[src/rtl/pfps_pkg.sv]
// Package: constants and types for the prefetch pipe and privilege state block
package pfps_pkg;

  localparam int unsigned PFPS_WORD_W  = 16;
  localparam int unsigned PFPS_LONG_W  = 32;
  localparam int unsigned PFPS_STAGES  = 3;

  // Space codes
  localparam logic [2:0] PFPS_FC_USER_DATA = 3'h1;
  localparam logic [2:0] PFPS_FC_USER_PROG = 3'h2;
  localparam logic [2:0] PFPS_FC_SUP_DATA  = 3'h5;
  localparam logic [2:0] PFPS_FC_SUP_PROG  = 3'h6;
  localparam logic [2:0] PFPS_FC_CPU       = 3'h7;

  // Status word bit positions
  localparam int unsigned PFPS_SW_S_BIT = 13;
  localparam int unsigned PFPS_SW_M_BIT = 12;

  // Values after reset
  localparam logic [15:0] PFPS_SW_RESET = 16'h2700;
  localparam logic [31:0] PFPS_SP_RESET = 32'h0000_0000;

  // Stack pointer select
  localparam logic [1:0] PFPS_SP_USER = 2'h0;
  localparam logic [1:0] PFPS_SP_IRQ  = 2'h1;
  localparam logic [1:0] PFPS_SP_TASK = 2'h2;

  // Bus access kinds from the sequencer
  localparam logic [1:0] PFPS_ACC_DATA = 2'h0;
  localparam logic [1:0] PFPS_ACC_PROG = 2'h1;
  localparam logic [1:0] PFPS_ACC_CPU  = 2'h2;

  typedef enum logic [1:0] {
    PFPS_ST_NORMAL    = 2'b00,
    PFPS_ST_EXCEPTION = 2'b01,
    PFPS_ST_HALTED    = 2'b10,
    PFPS_ST_STOPPED   = 2'b11
  } pfps_state_t;

endpackage : pfps_pkg

[src/rtl/pfps_core.sv]
// Prefetch pipe, processing state machine and privilege control
//
// What this block does
// - Three word stages, decoded at third stage
// - Each stage flags words from faulted cycles
// - Stages load only on sequencer prefetch
// - Stages 16 bits; holding register 32 bits
// - Aligned prefetch fills holder and first stage
// - Next sequential prefetch served from holder
// - Holder feeds pipe with cache on or off
// - Request to all three; holder hit aborts bus
// - Unless halted, normal or exception processing
// - Exception ends when handler starts executing
// - Bus or address error in exception halts
// - Halted leaves only by external reset
// - Stop is normal state without bus cycles
// - Supervisor bit selects privilege and stack
// - Space codes mark supervisor or user
// - Master bit set selects task stack
// - Master bit clear selects irq stack
// - Reset starts supervisor interrupt mode
// - Master bit never changes privilege
// - Interrupt exception saves then clears master
// - Exception processing always at supervisor level
// - User privileged attempt traps to exception
// - Supervisor bit clear uses user stack
// - Space code encoding per access type
//
// The placing of the registers and the address-and-strobe port were left to the implementer.
`timescale 1ns/1ps
`default_nettype none

module pfps_core
  import pfps_pkg::*;
#(
  parameter int unsigned WORD_W = PFPS_WORD_W,
  parameter int unsigned LONG_W = PFPS_LONG_W
) (
  // Clock and reset
  input  wire logic                i_mclk,
  input  wire logic                i_resetn,
  // Sequencer prefetch request
  input  wire logic                i_pf_req,
  input  wire logic [31:0]         i_pf_addr,
  input  wire logic                i_pf_validate,
  input  wire logic                i_pipe_advance,
  input  wire logic                i_pipe_flush,
  // Instruction cache and bus controller answers
  input  wire logic                i_cache_hit,
  input  wire logic                i_bus_done,
  input  wire logic                i_bus_fault,
  input  wire logic [LONG_W-1:0]   i_fill_data,
  // Sequencer events
  input  wire logic                i_exc_start,
  input  wire logic                i_exc_is_irq,
  input  wire logic                i_handler_start,
  input  wire logic                i_exc_bus_error,
  input  wire logic                i_exc_addr_error,
  input  wire logic                i_stop_exec,
  input  wire logic                i_stop_wake,
  input  wire logic                i_priv_attempt,
  input  wire logic                i_sw_write,
  input  wire logic [15:0]         i_sw_wdata,
  input  wire logic [1:0]          i_acc_kind,
  input  wire logic                i_sp_write,
  input  wire logic [31:0]         i_sp_wdata,
  // Pipe outputs
  output logic [WORD_W-1:0]        o_decode_word,
  output logic                     o_decode_valid,
  output logic                     o_decode_fault,
  output logic [WORD_W-1:0]        o_stage1_word,
  output logic [WORD_W-1:0]        o_stage2_word,
  output logic                     o_holder_hit,
  output logic                     o_pf_done,
  // Bus side
  output logic                     o_bus_start,
  output logic                     o_bus_abort,
  output logic                     o_cache_lookup,
  output logic [2:0]               o_space_code,
  // State and privilege
  output logic [1:0]               o_proc_state,
  output logic                     o_halted,
  output logic                     o_priv_trap,
  output logic [15:0]              o_status_word,
  output logic                     o_saved_master,
  output logic [1:0]               o_sp_select,
  output logic [31:0]              o_stack_pointer
);

  ////////////////////////////////////////////////////////////////////////////
  // Pipe and holding register

  logic [WORD_W-1:0] stage_word  [PFPS_STAGES];
  logic              stage_valid [PFPS_STAGES];
  logic              stage_fault [PFPS_STAGES];
  logic [LONG_W-1:0] holder;
  logic [29:0]       holder_tag;
  logic              holder_valid;
  logic              holder_fault;
  logic              pf_pending;
  logic              pf_odd;
  logic [29:0]       pf_tag;

  wire        req_odd      = i_pf_addr[1];
  wire        holder_match = holder_valid && (holder_tag == i_pf_addr[31:2]);
  // Odd word of a held long word needs no cache or bus
  wire        holder_hit   = i_pf_req && req_odd && holder_match;
  wire        fill_ok      = pf_pending && (i_cache_hit || i_bus_done || i_bus_fault);
  wire        fill_fault   = i_bus_fault && !i_cache_hit;
  wire        load_stage   = holder_hit || fill_ok;
  wire [WORD_W-1:0] fill_word = pf_odd ? i_fill_data[WORD_W-1:0]
                                       : i_fill_data[LONG_W-1:WORD_W];
  wire [WORD_W-1:0] hold_word = holder[WORD_W-1:0];
  wire [WORD_W-1:0] next_in_word  = holder_hit ? hold_word : fill_word;
  wire              next_in_fault = holder_hit ? holder_fault : fill_fault;
  wire        running      = (o_proc_state != PFPS_ST_HALTED) &&
                             (o_proc_state != PFPS_ST_STOPPED);

  // Request fans out at once; a holder hit kills the bus cycle
  assign o_cache_lookup = i_pf_req && running;
  assign o_bus_start    = i_pf_req && running;
  assign o_bus_abort    = holder_hit && running;
  assign o_holder_hit   = holder_hit;
  assign o_pf_done      = load_stage && running;

  always_ff @(posedge i_mclk) begin
    if (!i_resetn) begin
      pf_pending <= 1'b0;
      pf_odd     <= 1'b0;
      pf_tag     <= '0;
    end else if (i_pipe_flush || !running) begin
      pf_pending <= 1'b0;
    end else if (i_pf_req && !holder_hit) begin
      pf_pending <= 1'b1;
      pf_odd     <= req_odd;
      // Tag kept here; the address may move on before the fill lands
      pf_tag     <= i_pf_addr[31:2];
    end else if (fill_ok) begin
      pf_pending <= 1'b0;
    end
  end

  // Holder works the same with the cache enabled or not
  always_ff @(posedge i_mclk) begin
    if (!i_resetn) begin
      holder       <= '0;
      holder_tag   <= '0;
      holder_valid <= 1'b0;
      holder_fault <= 1'b0;
    end else if (i_pipe_flush) begin
      holder_valid <= 1'b0;
    end else if (fill_ok && running) begin
      holder       <= i_fill_data;
      holder_tag   <= pf_tag;
      holder_valid <= !fill_fault;
      holder_fault <= fill_fault;
    end
  end

  // Words enter stage 0, move to 1 then 2
  always_ff @(posedge i_mclk) begin
    if (!i_resetn || i_pipe_flush) begin
      for (int i = 0; i < PFPS_STAGES; i++) begin
        stage_word[i]  <= '0;
        stage_valid[i] <= 1'b0;
        stage_fault[i] <= 1'b0;
      end
    end else if (running) begin
      if (i_pipe_advance) begin
        stage_word[2]  <= stage_word[1];
        stage_fault[2] <= stage_fault[1];
        stage_valid[2] <= stage_valid[1] && i_pf_validate;
        stage_word[1]  <= stage_word[0];
        stage_fault[1] <= stage_fault[0];
        stage_valid[1] <= stage_valid[0];
        stage_valid[0] <= 1'b0;
      end
      if (load_stage) begin
        stage_word[0]  <= next_in_word;
        stage_fault[0] <= next_in_fault;
        stage_valid[0] <= 1'b1;
      end
    end
  end

  assign o_decode_word  = stage_word[2];
  assign o_decode_valid = stage_valid[2];
  assign o_decode_fault = stage_fault[2];
  assign o_stage1_word  = stage_word[0];
  assign o_stage2_word  = stage_word[1];

  ////////////////////////////////////////////////////////////////////////////
  // Processing state machine

  pfps_state_t state;
  pfps_state_t next_state;

  wire exc_error  = i_exc_bus_error || i_exc_addr_error;
  wire trap_req   = i_priv_attempt && !o_status_word[PFPS_SW_S_BIT];

  always_comb begin
    next_state = state;
    unique case (state)
      PFPS_ST_NORMAL: begin
        if (i_exc_start || trap_req) begin
          next_state = PFPS_ST_EXCEPTION;
        end else if (i_stop_exec) begin
          next_state = PFPS_ST_STOPPED;
        end
      end
      PFPS_ST_EXCEPTION: begin
        if (exc_error) begin
          next_state = PFPS_ST_HALTED;
        end else if (i_handler_start) begin
          next_state = PFPS_ST_NORMAL;
        end
      end
      // Only reset leaves here
      PFPS_ST_HALTED:  next_state = PFPS_ST_HALTED;
      PFPS_ST_STOPPED: begin
        if (i_stop_wake || i_exc_start) begin
          next_state = PFPS_ST_EXCEPTION;
        end
      end
    endcase
  end

  always_ff @(posedge i_mclk) begin
    if (!i_resetn) begin
      state <= PFPS_ST_EXCEPTION;
    end else begin
      state <= next_state;
    end
  end

  assign o_proc_state = state;
  assign o_halted     = (state == PFPS_ST_HALTED);
  assign o_priv_trap  = trap_req && (state == PFPS_ST_NORMAL);

  ////////////////////////////////////////////////////////////////////////////
  // Status word, stack pointers, space codes

  logic [15:0] status_word;
  logic        saved_master;
  logic [31:0] user_stack_pointer;
  logic [31:0] irq_stack_pointer;
  logic [31:0] task_stack_pointer;

  wire enter_exc = (state != PFPS_ST_EXCEPTION) && (next_state == PFPS_ST_EXCEPTION);
  wire sup_bit   = status_word[PFPS_SW_S_BIT];
  wire mst_bit   = status_word[PFPS_SW_M_BIT];

  always_ff @(posedge i_mclk) begin
    if (!i_resetn) begin
      status_word  <= PFPS_SW_RESET;
      saved_master <= 1'b0;
    end else if (enter_exc) begin
      saved_master                <= mst_bit;
      status_word[PFPS_SW_S_BIT]  <= 1'b1;
      if (i_exc_is_irq && !trap_req) begin
        status_word[PFPS_SW_M_BIT] <= 1'b0;
      end
    end else if (i_sw_write && sup_bit && state == PFPS_ST_NORMAL) begin
      status_word <= i_sw_wdata;
    end
  end

  // Privilege comes from the supervisor bit or the exception state, master is ignored
  wire       sup_level = sup_bit || (state == PFPS_ST_EXCEPTION);
  wire [1:0] sp_sel    = !sup_level ? PFPS_SP_USER :
                         (mst_bit ? PFPS_SP_TASK : PFPS_SP_IRQ);

  always_ff @(posedge i_mclk) begin
    if (!i_resetn) begin
      user_stack_pointer <= PFPS_SP_RESET;
      irq_stack_pointer  <= PFPS_SP_RESET;
      task_stack_pointer <= PFPS_SP_RESET;
    end else if (i_sp_write) begin
      unique case (sp_sel)
        PFPS_SP_USER: user_stack_pointer <= i_sp_wdata;
        PFPS_SP_TASK: task_stack_pointer <= i_sp_wdata;
        default:      irq_stack_pointer  <= i_sp_wdata;
      endcase
    end
  end

  assign o_stack_pointer = (sp_sel == PFPS_SP_USER) ? user_stack_pointer :
                           (sp_sel == PFPS_SP_TASK) ? task_stack_pointer : irq_stack_pointer;
  assign o_sp_select     = sp_sel;
  assign o_status_word   = status_word;
  assign o_saved_master  = saved_master;

  // Prefetch cycles count as program space
  wire [1:0] acc = i_pf_req ? PFPS_ACC_PROG : i_acc_kind;
  assign o_space_code = (acc == PFPS_ACC_CPU)  ? PFPS_FC_CPU :
                        (acc == PFPS_ACC_PROG) ?
                          (sup_level ? PFPS_FC_SUP_PROG : PFPS_FC_USER_PROG) :
                          (sup_level ? PFPS_FC_SUP_DATA : PFPS_FC_USER_DATA);

  ////////////////////////////////////////////////////////////////////////////
  // Assertions

  a_halt_sticks: assert property (@(posedge i_mclk) disable iff (!i_resetn)
    state == PFPS_ST_HALTED |=> state == PFPS_ST_HALTED)
    else $error("halted state left without reset");

  a_exc_err_halts: assert property (@(posedge i_mclk) disable iff (!i_resetn)
    state == PFPS_ST_EXCEPTION && exc_error |=> o_halted)
    else $error("error in exception did not halt");

  a_exc_sup_code: assert property (@(posedge i_mclk) disable iff (!i_resetn)
    state == PFPS_ST_EXCEPTION |-> o_space_code[2])
    else $error("exception cycle not supervisor");

  a_user_code: assert property (@(posedge i_mclk) disable iff (!i_resetn)
    state == PFPS_ST_NORMAL && !sup_bit && (i_pf_req || i_acc_kind != PFPS_ACC_CPU) |->
      !o_space_code[2] && o_sp_select == PFPS_SP_USER)
    else $error("user level not tagged user");

  a_master_stack: assert property (@(posedge i_mclk) disable iff (!i_resetn)
    sup_level |-> o_sp_select == (mst_bit ? PFPS_SP_TASK : PFPS_SP_IRQ))
    else $error("wrong supervisor stack");

  a_irq_clr_m: assert property (@(posedge i_mclk) disable iff (!i_resetn)
    enter_exc && i_exc_is_irq && !trap_req |=> !status_word[PFPS_SW_M_BIT] && saved_master == $past(mst_bit))
    else $error("interrupt did not save and clear master");

  a_hit_no_bus: assert property (@(posedge i_mclk) disable iff (!i_resetn)
    holder_hit && running && !i_pipe_flush |-> o_bus_abort ##1 (o_stage1_word == $past(hold_word)))
    else $error("holder hit not served from holder");

  a_stop_no_bus: assert property (@(posedge i_mclk) disable iff (!i_resetn)
    state == PFPS_ST_STOPPED |-> !o_bus_start && !o_pf_done)
    else $error("bus activity while stopped");

  a_fault_flag: assert property (@(posedge i_mclk) disable iff (!i_resetn)
    fill_ok && running && !holder_hit && !i_pipe_flush |=> stage_fault[0] == $past(fill_fault))
    else $error("stage fault flag wrong");

  a_trap_enters: assert property (@(posedge i_mclk) disable iff (!i_resetn)
    state == PFPS_ST_NORMAL && trap_req |=> state == PFPS_ST_EXCEPTION && sup_bit)
    else $error("privilege attempt did not trap");

  // Checked through reset itself, so no disable here
  a_reset_super: assert property (@(posedge i_mclk)
    !i_resetn |=> state == PFPS_ST_EXCEPTION && status_word == PFPS_SW_RESET && o_sp_select == PFPS_SP_IRQ)
    else $error("reset did not start in supervisor interrupt mode");

  a_stage_shift: assert property (@(posedge i_mclk) disable iff (!i_resetn)
    i_pipe_advance && running && !i_pipe_flush |=>
      stage_word[2] == $past(stage_word[1]) && stage_word[1] == $past(stage_word[0]))
    else $error("pipe words did not advance");

  a_decode_gate: assert property (@(posedge i_mclk) disable iff (!i_resetn)
    i_pipe_advance && running && !i_pipe_flush && !i_pf_validate |=> !o_decode_valid)
    else $error("decode word valid without validation");

  a_stage_hold: assert property (@(posedge i_mclk) disable iff (!i_resetn)
    !load_stage && !i_pipe_flush |=> $stable(stage_word[0]))
    else $error("first stage changed without prefetch");

  a_aligned_fill: assert property (@(posedge i_mclk) disable iff (!i_resetn)
    fill_ok && running && !i_pipe_flush && !holder_hit && !pf_odd |=>
      holder == $past(i_fill_data) && o_stage1_word == holder[LONG_W-1:WORD_W])
    else $error("aligned fill did not load holder and upper word");

  a_req_fanout: assert property (@(posedge i_mclk) disable iff (!i_resetn)
    i_pf_req && running |-> o_cache_lookup && o_bus_start)
    else $error("prefetch not sent to cache and bus");

  a_irq_stack: assert property (@(posedge i_mclk) disable iff (!i_resetn)
    sup_level && !mst_bit |-> o_stack_pointer == irq_stack_pointer)
    else $error("interrupt mode not on irq stack");

  a_user_stack: assert property (@(posedge i_mclk) disable iff (!i_resetn)
    !sup_level |-> o_stack_pointer == user_stack_pointer)
    else $error("user level not on user stack");

  a_master_priv: assert property (@(posedge i_mclk) disable iff (!i_resetn)
    state == PFPS_ST_NORMAL && sup_bit && mst_bit |-> !o_priv_trap)
    else $error("master mode lost privilege");

endmodule : pfps_core

`default_nettype wire

[config.mk]
export PLATFORM = sky130hd
export DESIGN_NAME = pfps_core
export DESIGN_NICKNAME = d
export VERILOG_FILES = /design/src/rtl/pfps_pkg.sv /design/src/rtl/pfps_core.sv
export SDC_FILE = /design/constraint.sdc
export NUM_CORES = 1
export LEC_CHECK = 0
export BUFFER_PORTS_ARGS = -buffer_cell sky130_fd_sc_hd__buf_2
export CAP_MARGIN = 20
export CORE_MARGIN = 1
export CORE_UTILIZATION = 50
export CTS_BUF_LIST = sky130_fd_sc_hd__clkbuf_2
export DETAILED_ROUTE_END_ITERATION = 16
export PLACE_DENSITY = 0.81
export REMOVE_ABC_BUFFERS = 1
export SYNTH_ARGS = -nofsm -noshare
export SYNTH_HDL_FRONTEND = slang
export SYNTH_SLANG_ARGS = --single-unit
[constraint.sdc]
create_clock -name i_mclk -period 2.21 [get_ports i_mclk]
set_input_delay 0.221 -clock i_mclk [delete_from_list [all_inputs] [get_ports i_mclk]]
set_output_delay 0.221 -clock i_mclk [all_outputs]
set_load 0.02 [all_outputs]
* Word level (Yosys, flattened, before mapping)
Memories as Yosys holds them, arrays and structs flattened.
Index checks and enable logic that the tools add are counted.
** Operators by class
- Reduce and logical (&&, ||, !) cells :: 49
- Equal/unequal tests :: 12
- Muxes and demuxes :: 43
- Bitwise gates (word level) :: 15
** Operator list (number)
- $mux 16 :: 5
- $mux 32 :: 2
- $eq 30x30->1 :: 1
- $mux 1 :: 22
- $logic_and 1x1->1 :: 18
- $mux 2 :: 8
- $reduce_and 2->1 :: 7
- $mux 13 :: 1
- $mux 3 :: 4
- $or 1x1->1 :: 10
- $logic_or 1x1->1 :: 9
- $eq 2x2->1 const B :: 4
- $pmux 2 s4 :: 1
- $reduce_or 2->1 :: 4
- $logic_not 1->1 :: 7
- $eq 2x1->1 const B :: 3
- $not 1->1 :: 5
- $logic_not 2->1 :: 2
- $ne 2x1->1 const B :: 2
- $ne 2x2->1 const B :: 2
- $reduce_bool 2->1 :: 2
** Word-level totals
- Output and inout bits :: 113
- Memory bits (writable) :: 54
- Bits of input ports :: 133
- Memories :: 3
- Bits in registers :: 195
** Memories
- stage_word :: words 3, bits a word 16, rd ports 3, clocked after Yosys merged registers in 0, write ports 3, RTL line pfps_core.sv:93 : logic [WORD_W-1:0] stage_word [PFPS_STAGES];
- stage_fault :: words 3, bits a word 1, rd ports 3, clocked after Yosys merged registers in 0, write ports 3, RTL line pfps_core.sv:95 : logic stage_fault [PFPS_STAGES];
- stage_valid :: words 3, bits a word 1, rd ports 3, clocked after Yosys merged registers in 0, write ports 3, RTL line pfps_core.sv:94 : logic stage_valid [PFPS_STAGES];

* Logic depth before layout (Yosys ltp)
- Word-level depth :: 9
- Gate-level depth with buffers :: 8
- Gate-level depth less buffers :: 6

* Worst setup path after synthesis
Ideal clock, no wire load.
- Kind :: flip-flop to flip-flop
- From :: register holder_tag[1]
- To :: memory stage_fault[0][0] (enable)
- Buffers on the path :: 0
- Library setup time :: 0.374 ns
- Path slack :: -0.678 ns
- Arrival time :: 2.514 ns
- Stages on the path, launching flop included :: 6
- Cell sequence :: dfxtp_1 -> xnor2_1 -> nand4_1 -> or4_4 -> nor4_1 -> or3_1
** RTL lines
- start, declared :: RTL line pfps_core.sv:97 : logic [29:0] holder_tag;
- start signal, assigned :: RTL line pfps_core.sv:154 : holder_tag <= pf_tag;
- end, declared :: RTL line pfps_core.sv:95

* Worst setup path in the final report
- From :: register holder_tag[1]
- To :: output o_holder_hit
** Between the ends
- Word-level cells in the longest chain between the ends :: 3
** Ends and longest elaborated chain
- $eq 30x30->1 :: RTL line pfps_core.sv:105 : wire holder_match = holder_valid && (holder_tag == i_pf_addr[31:2]);
- $logic_and 1x1->1 :: RTL line pfps_core.sv:105
- $logic_and 1x1->1 :: RTL line pfps_core.sv:107 : wire holder_hit = i_pf_req && req_odd && holder_match;
- end, declared :: RTL line pfps_core.sv:73 : output logic o_holder_hit,
Every way passes these cells.

==> results.py <==
metrics = {
    "sta": {
        "timing.final.ws_setup_ns": -0.787,
        "rsz0062_at_grt": "yes",
        "period_needed_ns": 3.00,
        "finalHoldViolCount": 0,
        "finClkSkew_ns": 0.128,
        "timing.fmax_mhz": 334,
        "setup_violations": 144,
        "drv_slew": 0,
        "max_slew.worst_pin.slew_ns": 0.732,
        "whs_ns": 0.113,
        "fin_crit_sh_pct": 136,
        "relSlewSlack_pct": 51.2,
    },
    "power_and_ir_drop": {
        "power.density_nw_per_um2": 607,
        "net-switching-power_w": 0.00298,
        "internal_power_w": 0.00669,
        "p_leak_nw": 6.94,
        "vdd_drop_max_v": 0.000360,
        "swShare_pct": 30.8,
        "clockPowerShare_pct": 31.3,
        "pwr-share-seq_pct": 50.9,
        "finalPower_w": 0.00967,
        "share_comb_of_total_power_pct": 17.8,
    },
    "logic_synthesis": {
        "ys_seq_area_share_pct": 52.8,
        "synth_area_per_cell_um2": 8.79,
        "ys_ff_latch": 249,
        "synth_area_um2": 10500,
        "postSynthCellCount": 1190,
        "synth_warnings": 0,
        "synth_edf_count": 54,
        "yosysUniqueCellTypes": 45,
        "async_flop_share_pct": 0,
        "synth_ff_type": "dfxtp_1",
    },
    "critical_path": {
        "crit_path_end_kind": "primary output",
        "worst_path_max_delay_cell": "or4_4",
        "startpoint": "holder_tag[1]$_SDFFE_PN0P_",
        "cp_top_family": "simple AND/OR/NAND/NOR gates",
        "cp.buffers_inverters": 3,
        "start_kind": "flop",
        "worstPathCellList": "xnor2_2 -> nand4_1 -> or4_4 -> buf_6 -> nor3_4 -> buf_12 -> buf_8",
        "crit_path_max_fanout": 2,
        "worstPathRequired_ns": 1.99,
        "ff2ff_setup_slack_ns": -0.60,
        "critPathKind": "reg2out",
        "slowest_delay_ns": 0.58,
        "reg2reg_depth": 11,
        "rr_startpoint": "holder_tag[1]$_SDFFE_PN0P_",
        "crit_end": "o_holder_hit",
        "crit_cells": 7,
        "crit_arrival_ns": 2.78,
        "reg2reg_to": "stage_fault[0][2]$_SDFFCE_PN0P_",
    },
    "drt": {
        "antenna_left": 0,
        "drc_errors": 0,
        "via_count": 11400,
        "vias_per_cell": 5.76,
        "wire_per_inst_um": 21.2,
        "first_iter_violations": 1182,
        "drtPass1Iterations": 7,
        "wl_um": 41700,
    },
    "global_routing": {
        "top_usage_layer": "met2",
        "grt_max_degree": 93,
        "grt_pass1_wl_um": 55100,
        "grt_util_met3_pct": 7.47,
        "grt_util_met2_pct": 54.1,
        "antenna_found_initial": 6,
        "grt-ovfl-total": 0,
        "met1_usage_pct": 36.4,
        "grt_pass1_vias": 10900,
        "grt_util_all_layers_pct": 32.3,
    },
    "die": {
        "core_area_um2": 20400,
        "die_area_um2": 21500,
        "die_h_um": 147,
        "die_w_um": 147,
        "row_count": 52,
        "initial_core_util_pct": 51.4,
        "pin_count": 246,
    },
    "run_status": {
        "violations": "negative setup slack",
        "status": "finished, violations left",
    },
    "placement": {
        "place_congestion": 0.818,
        "place_area_um2": 12000,
        "io_buffers": 244,
        "place_inst": 1659,
        "dp_hpwl_um": 17600,
    },
    "layout": {
        "finalInstanceArea_um2": 15900,
        "drive_gt1_share_pct": 34.6,
        "finalNetCount": 1791,
        "syn2layout_area_growth_pct": 52.3,
        "final_cells": 1970,
    },
    "clock_network": {
        "cts_root_buf": "clkbuf_2",
        "cts_num_sinks": 249,
        "cts_tree": "done",
        "worstSkewPairLatency_ns": 0.93,
        "numCtsBuffers": 61,
        "h-tree-depth": 2,
        "clock_path_buffers": 3,
        "clk_pin_slew_worst_paths_ns": 0.13,
    },
    "worst_hold_path": {
        "min_path_type": "in2reg",
    },
    "run": {
        "cap_violations": 0,
    },
}
[sequential cells by signal (all words and copies together), names as in the netlist]
name                count
holder_fault            1
holder                 16
stage_word             48
pf_odd                  1
user_stack_pointer     32
stage_valid             3
pf_pending              1
holder_valid            1
o_saved_master          1
o_proc_state            2
stage_fault             3
task_stack_pointer     32
holder_tag             30
irq_stack_pointer      32
pf_tag                 30
o_status_word          16
[metal layers]
metal	share of wire (%)	wire length (um)	up-vias
met5	0	0	-
met4	8.6	3590	0
met3	9.9	4120	328
met2	47	19500	874
met1	35	14500	5234
li1	-	-	4918
[worst min path at each step]
| stage | start | end | slack, ns | cells past startpoint |
|---|---|---|---|---|
| 2_1_floorplan | i_resetn | o_proc_state[0]$_SDFF_PN1_ | 0.29 | 1 |
| 3_3_place_gp | pf_tag[3]$_SDFFE_PN0P_ | holder_tag[3]$_SDFFE_PN0P_ | 0.44 | 2 |
| 3_5_place_dp | i_sw_wdata[8] | o_status_word[8]$_SDFFE_PN1P_ | 0.44 | 3 |
| 4_1_cts | i_priv_attempt | o_saved_master$_SDFFE_PN0N_ | 0.08 | 7 |
| 5_1_grt | i_fill_data[2] | holder[2]$_SDFFE_PN0P_ | 0.10 | 4 |
| 6_report | i_sp_wdata[2] | user_stack_pointer[2]$_SDFFE_PN0P_ | 0.11 | 4 |
[synthesized netlist by cell type (3+ instances only)]
cell type | number | area share [%]
and2_1 | 38 | 2.3
mux2i_1 | 82 | 7.8
a21oi_1 | 154 | 7.4
nand4_1 | 3 | 0.18
nand3_1 | 3 | 0.14
xnor2_1 | 5 | 0.42
xor2_1 | 25 | 2.1
mux2_2 | 16 | 1.7
nor3_1 | 5 | 0.24
nand2b_1 | 3 | 0.18
buf_1 | 7 | 0.25
o21ai_0 | 35 | 1.7
nand2_1 | 417 | 15
nor4_1 | 6 | 0.36
nor2b_1 | 3 | 0.18
inv_1 | 8 | 0.29
buf_2 | 4 | 0.19
edfxtp_1 | 54 | 15
nor2_2 | 9 | 0.54
dfxtp_1 | 195 | 37
clkbuf_1 | 65 | 2.3
buf_12 | 4 | 0.77
nor2_1 | 19 | 0.68
or3_1 | 3 | 0.18
[through the flow]
stage	TNS, ns	util [%]	setup slack [ns]
2_1_floorplan	-304.37	-	-1.99
3_3_place_gp	-0.0154	59.1	-0.0154
3_5_place_dp	-1.77	59.1	-0.0624
4_1_cts	-25.01	73.4	-0.688
5_1_grt	-56.06	78.2	-0.893
6_report	-47.00	78.2	-0.787
[cells in the final DEF, fill, tap and decap left out, drive strengths merged, types with 2 or more instances in the layout]
master / netlist / routed
a211oi: 2 / 2
and3: 2 / 2
a21o: 2 / 2
buf: 18 / 325
inv: 8 / 9
o21ai: 35 / 35
clkbuf: 65 / 101
mux2i: 82 / 82
o31ai: 2 / 2
nor2: 28 / 28
dfxtp: 195 / 195
o31a: 2 / 2
xnor2: 5 / 5
nand2b: 3 / 3
nor2b: 3 / 3
nor4: 6 / 6
or2: 2 / 2
ha: 2 / 2
diode: 0 / 5
or3: 3 / 3
or4: 2 / 2
a21oi: 154 / 154
nand2: 417 / 417
edfxtp: 54 / 54
mux2: 16 / 16
dlygate4sd3: 0 / 151
nand4: 3 / 3
clkinv: 0 / 9
and2: 38 / 38
nor3: 6 / 6
xor2: 25 / 25
nand3: 3 / 3
nor3b: 2 / 2
[kinds of logic (layout without fill, tap and decap cells)]
family	after synthesis	in the layout	share of synthesized area, %
simple gates	520	520	20.8
flops	249	249	52.8
compound gates	200	200	9.93
mux	98	98	9.57
buf+inv	91	596	4.11
xor+xnor	30	30	2.51
fa+ha+maj	2	2	0.239
other cells	0	5	0
[power groups by stage]
stage	clock network, W	logic, W	registers, W
2_1_floorplan	0	0.000479	0.00510
3_3_place_gp	0	0.00107	0.00500
3_5_place_dp	0	0.00109	0.00500
4_1_cts	0.00293	0.00143	0.00490
5_1_grt	0.00326	0.00179	0.00494
6_report	0.00302	0.00172	0.00492
[worst register-to-register path, delay by kind of cell (launching register included)]
kind                      cells  cell delay (ns)
DFF                           1             0.37
and+or+nand+nor               4             1.07
AOI/OAI and AO/OA             1             0.28
buffers and inverters         5             0.70
xor gates and xnor gates      1             0.22
[repair_timing]
| item | CTS | global route |
|---|---|---|
| hold buffers | 152 | 0 |
| setup endpoints to repair | 101 | 152 |
| gates resized for setup | 199 | 154 |
| pin swaps | 47 | 21 |
| gates cloned | 7 | 15 |
| endpoints found under the hold margin | 217 | 0 |
| setup buffers | 21 | 17 |
[cell type report]
cell class | count | area [um2]
fill | 1084 | 4430
sequential | 249 | 5550
timing repair buffer | 486 | 4250
antenna | 5 | 12.5
clock inverter | 10 | 38.8
multi-input combinational | 850 | 5250
tap | 270 | 338
inverter | 8 | 32.5
clock buffer | 92 | 460
(Power assumes the default switching activity.)
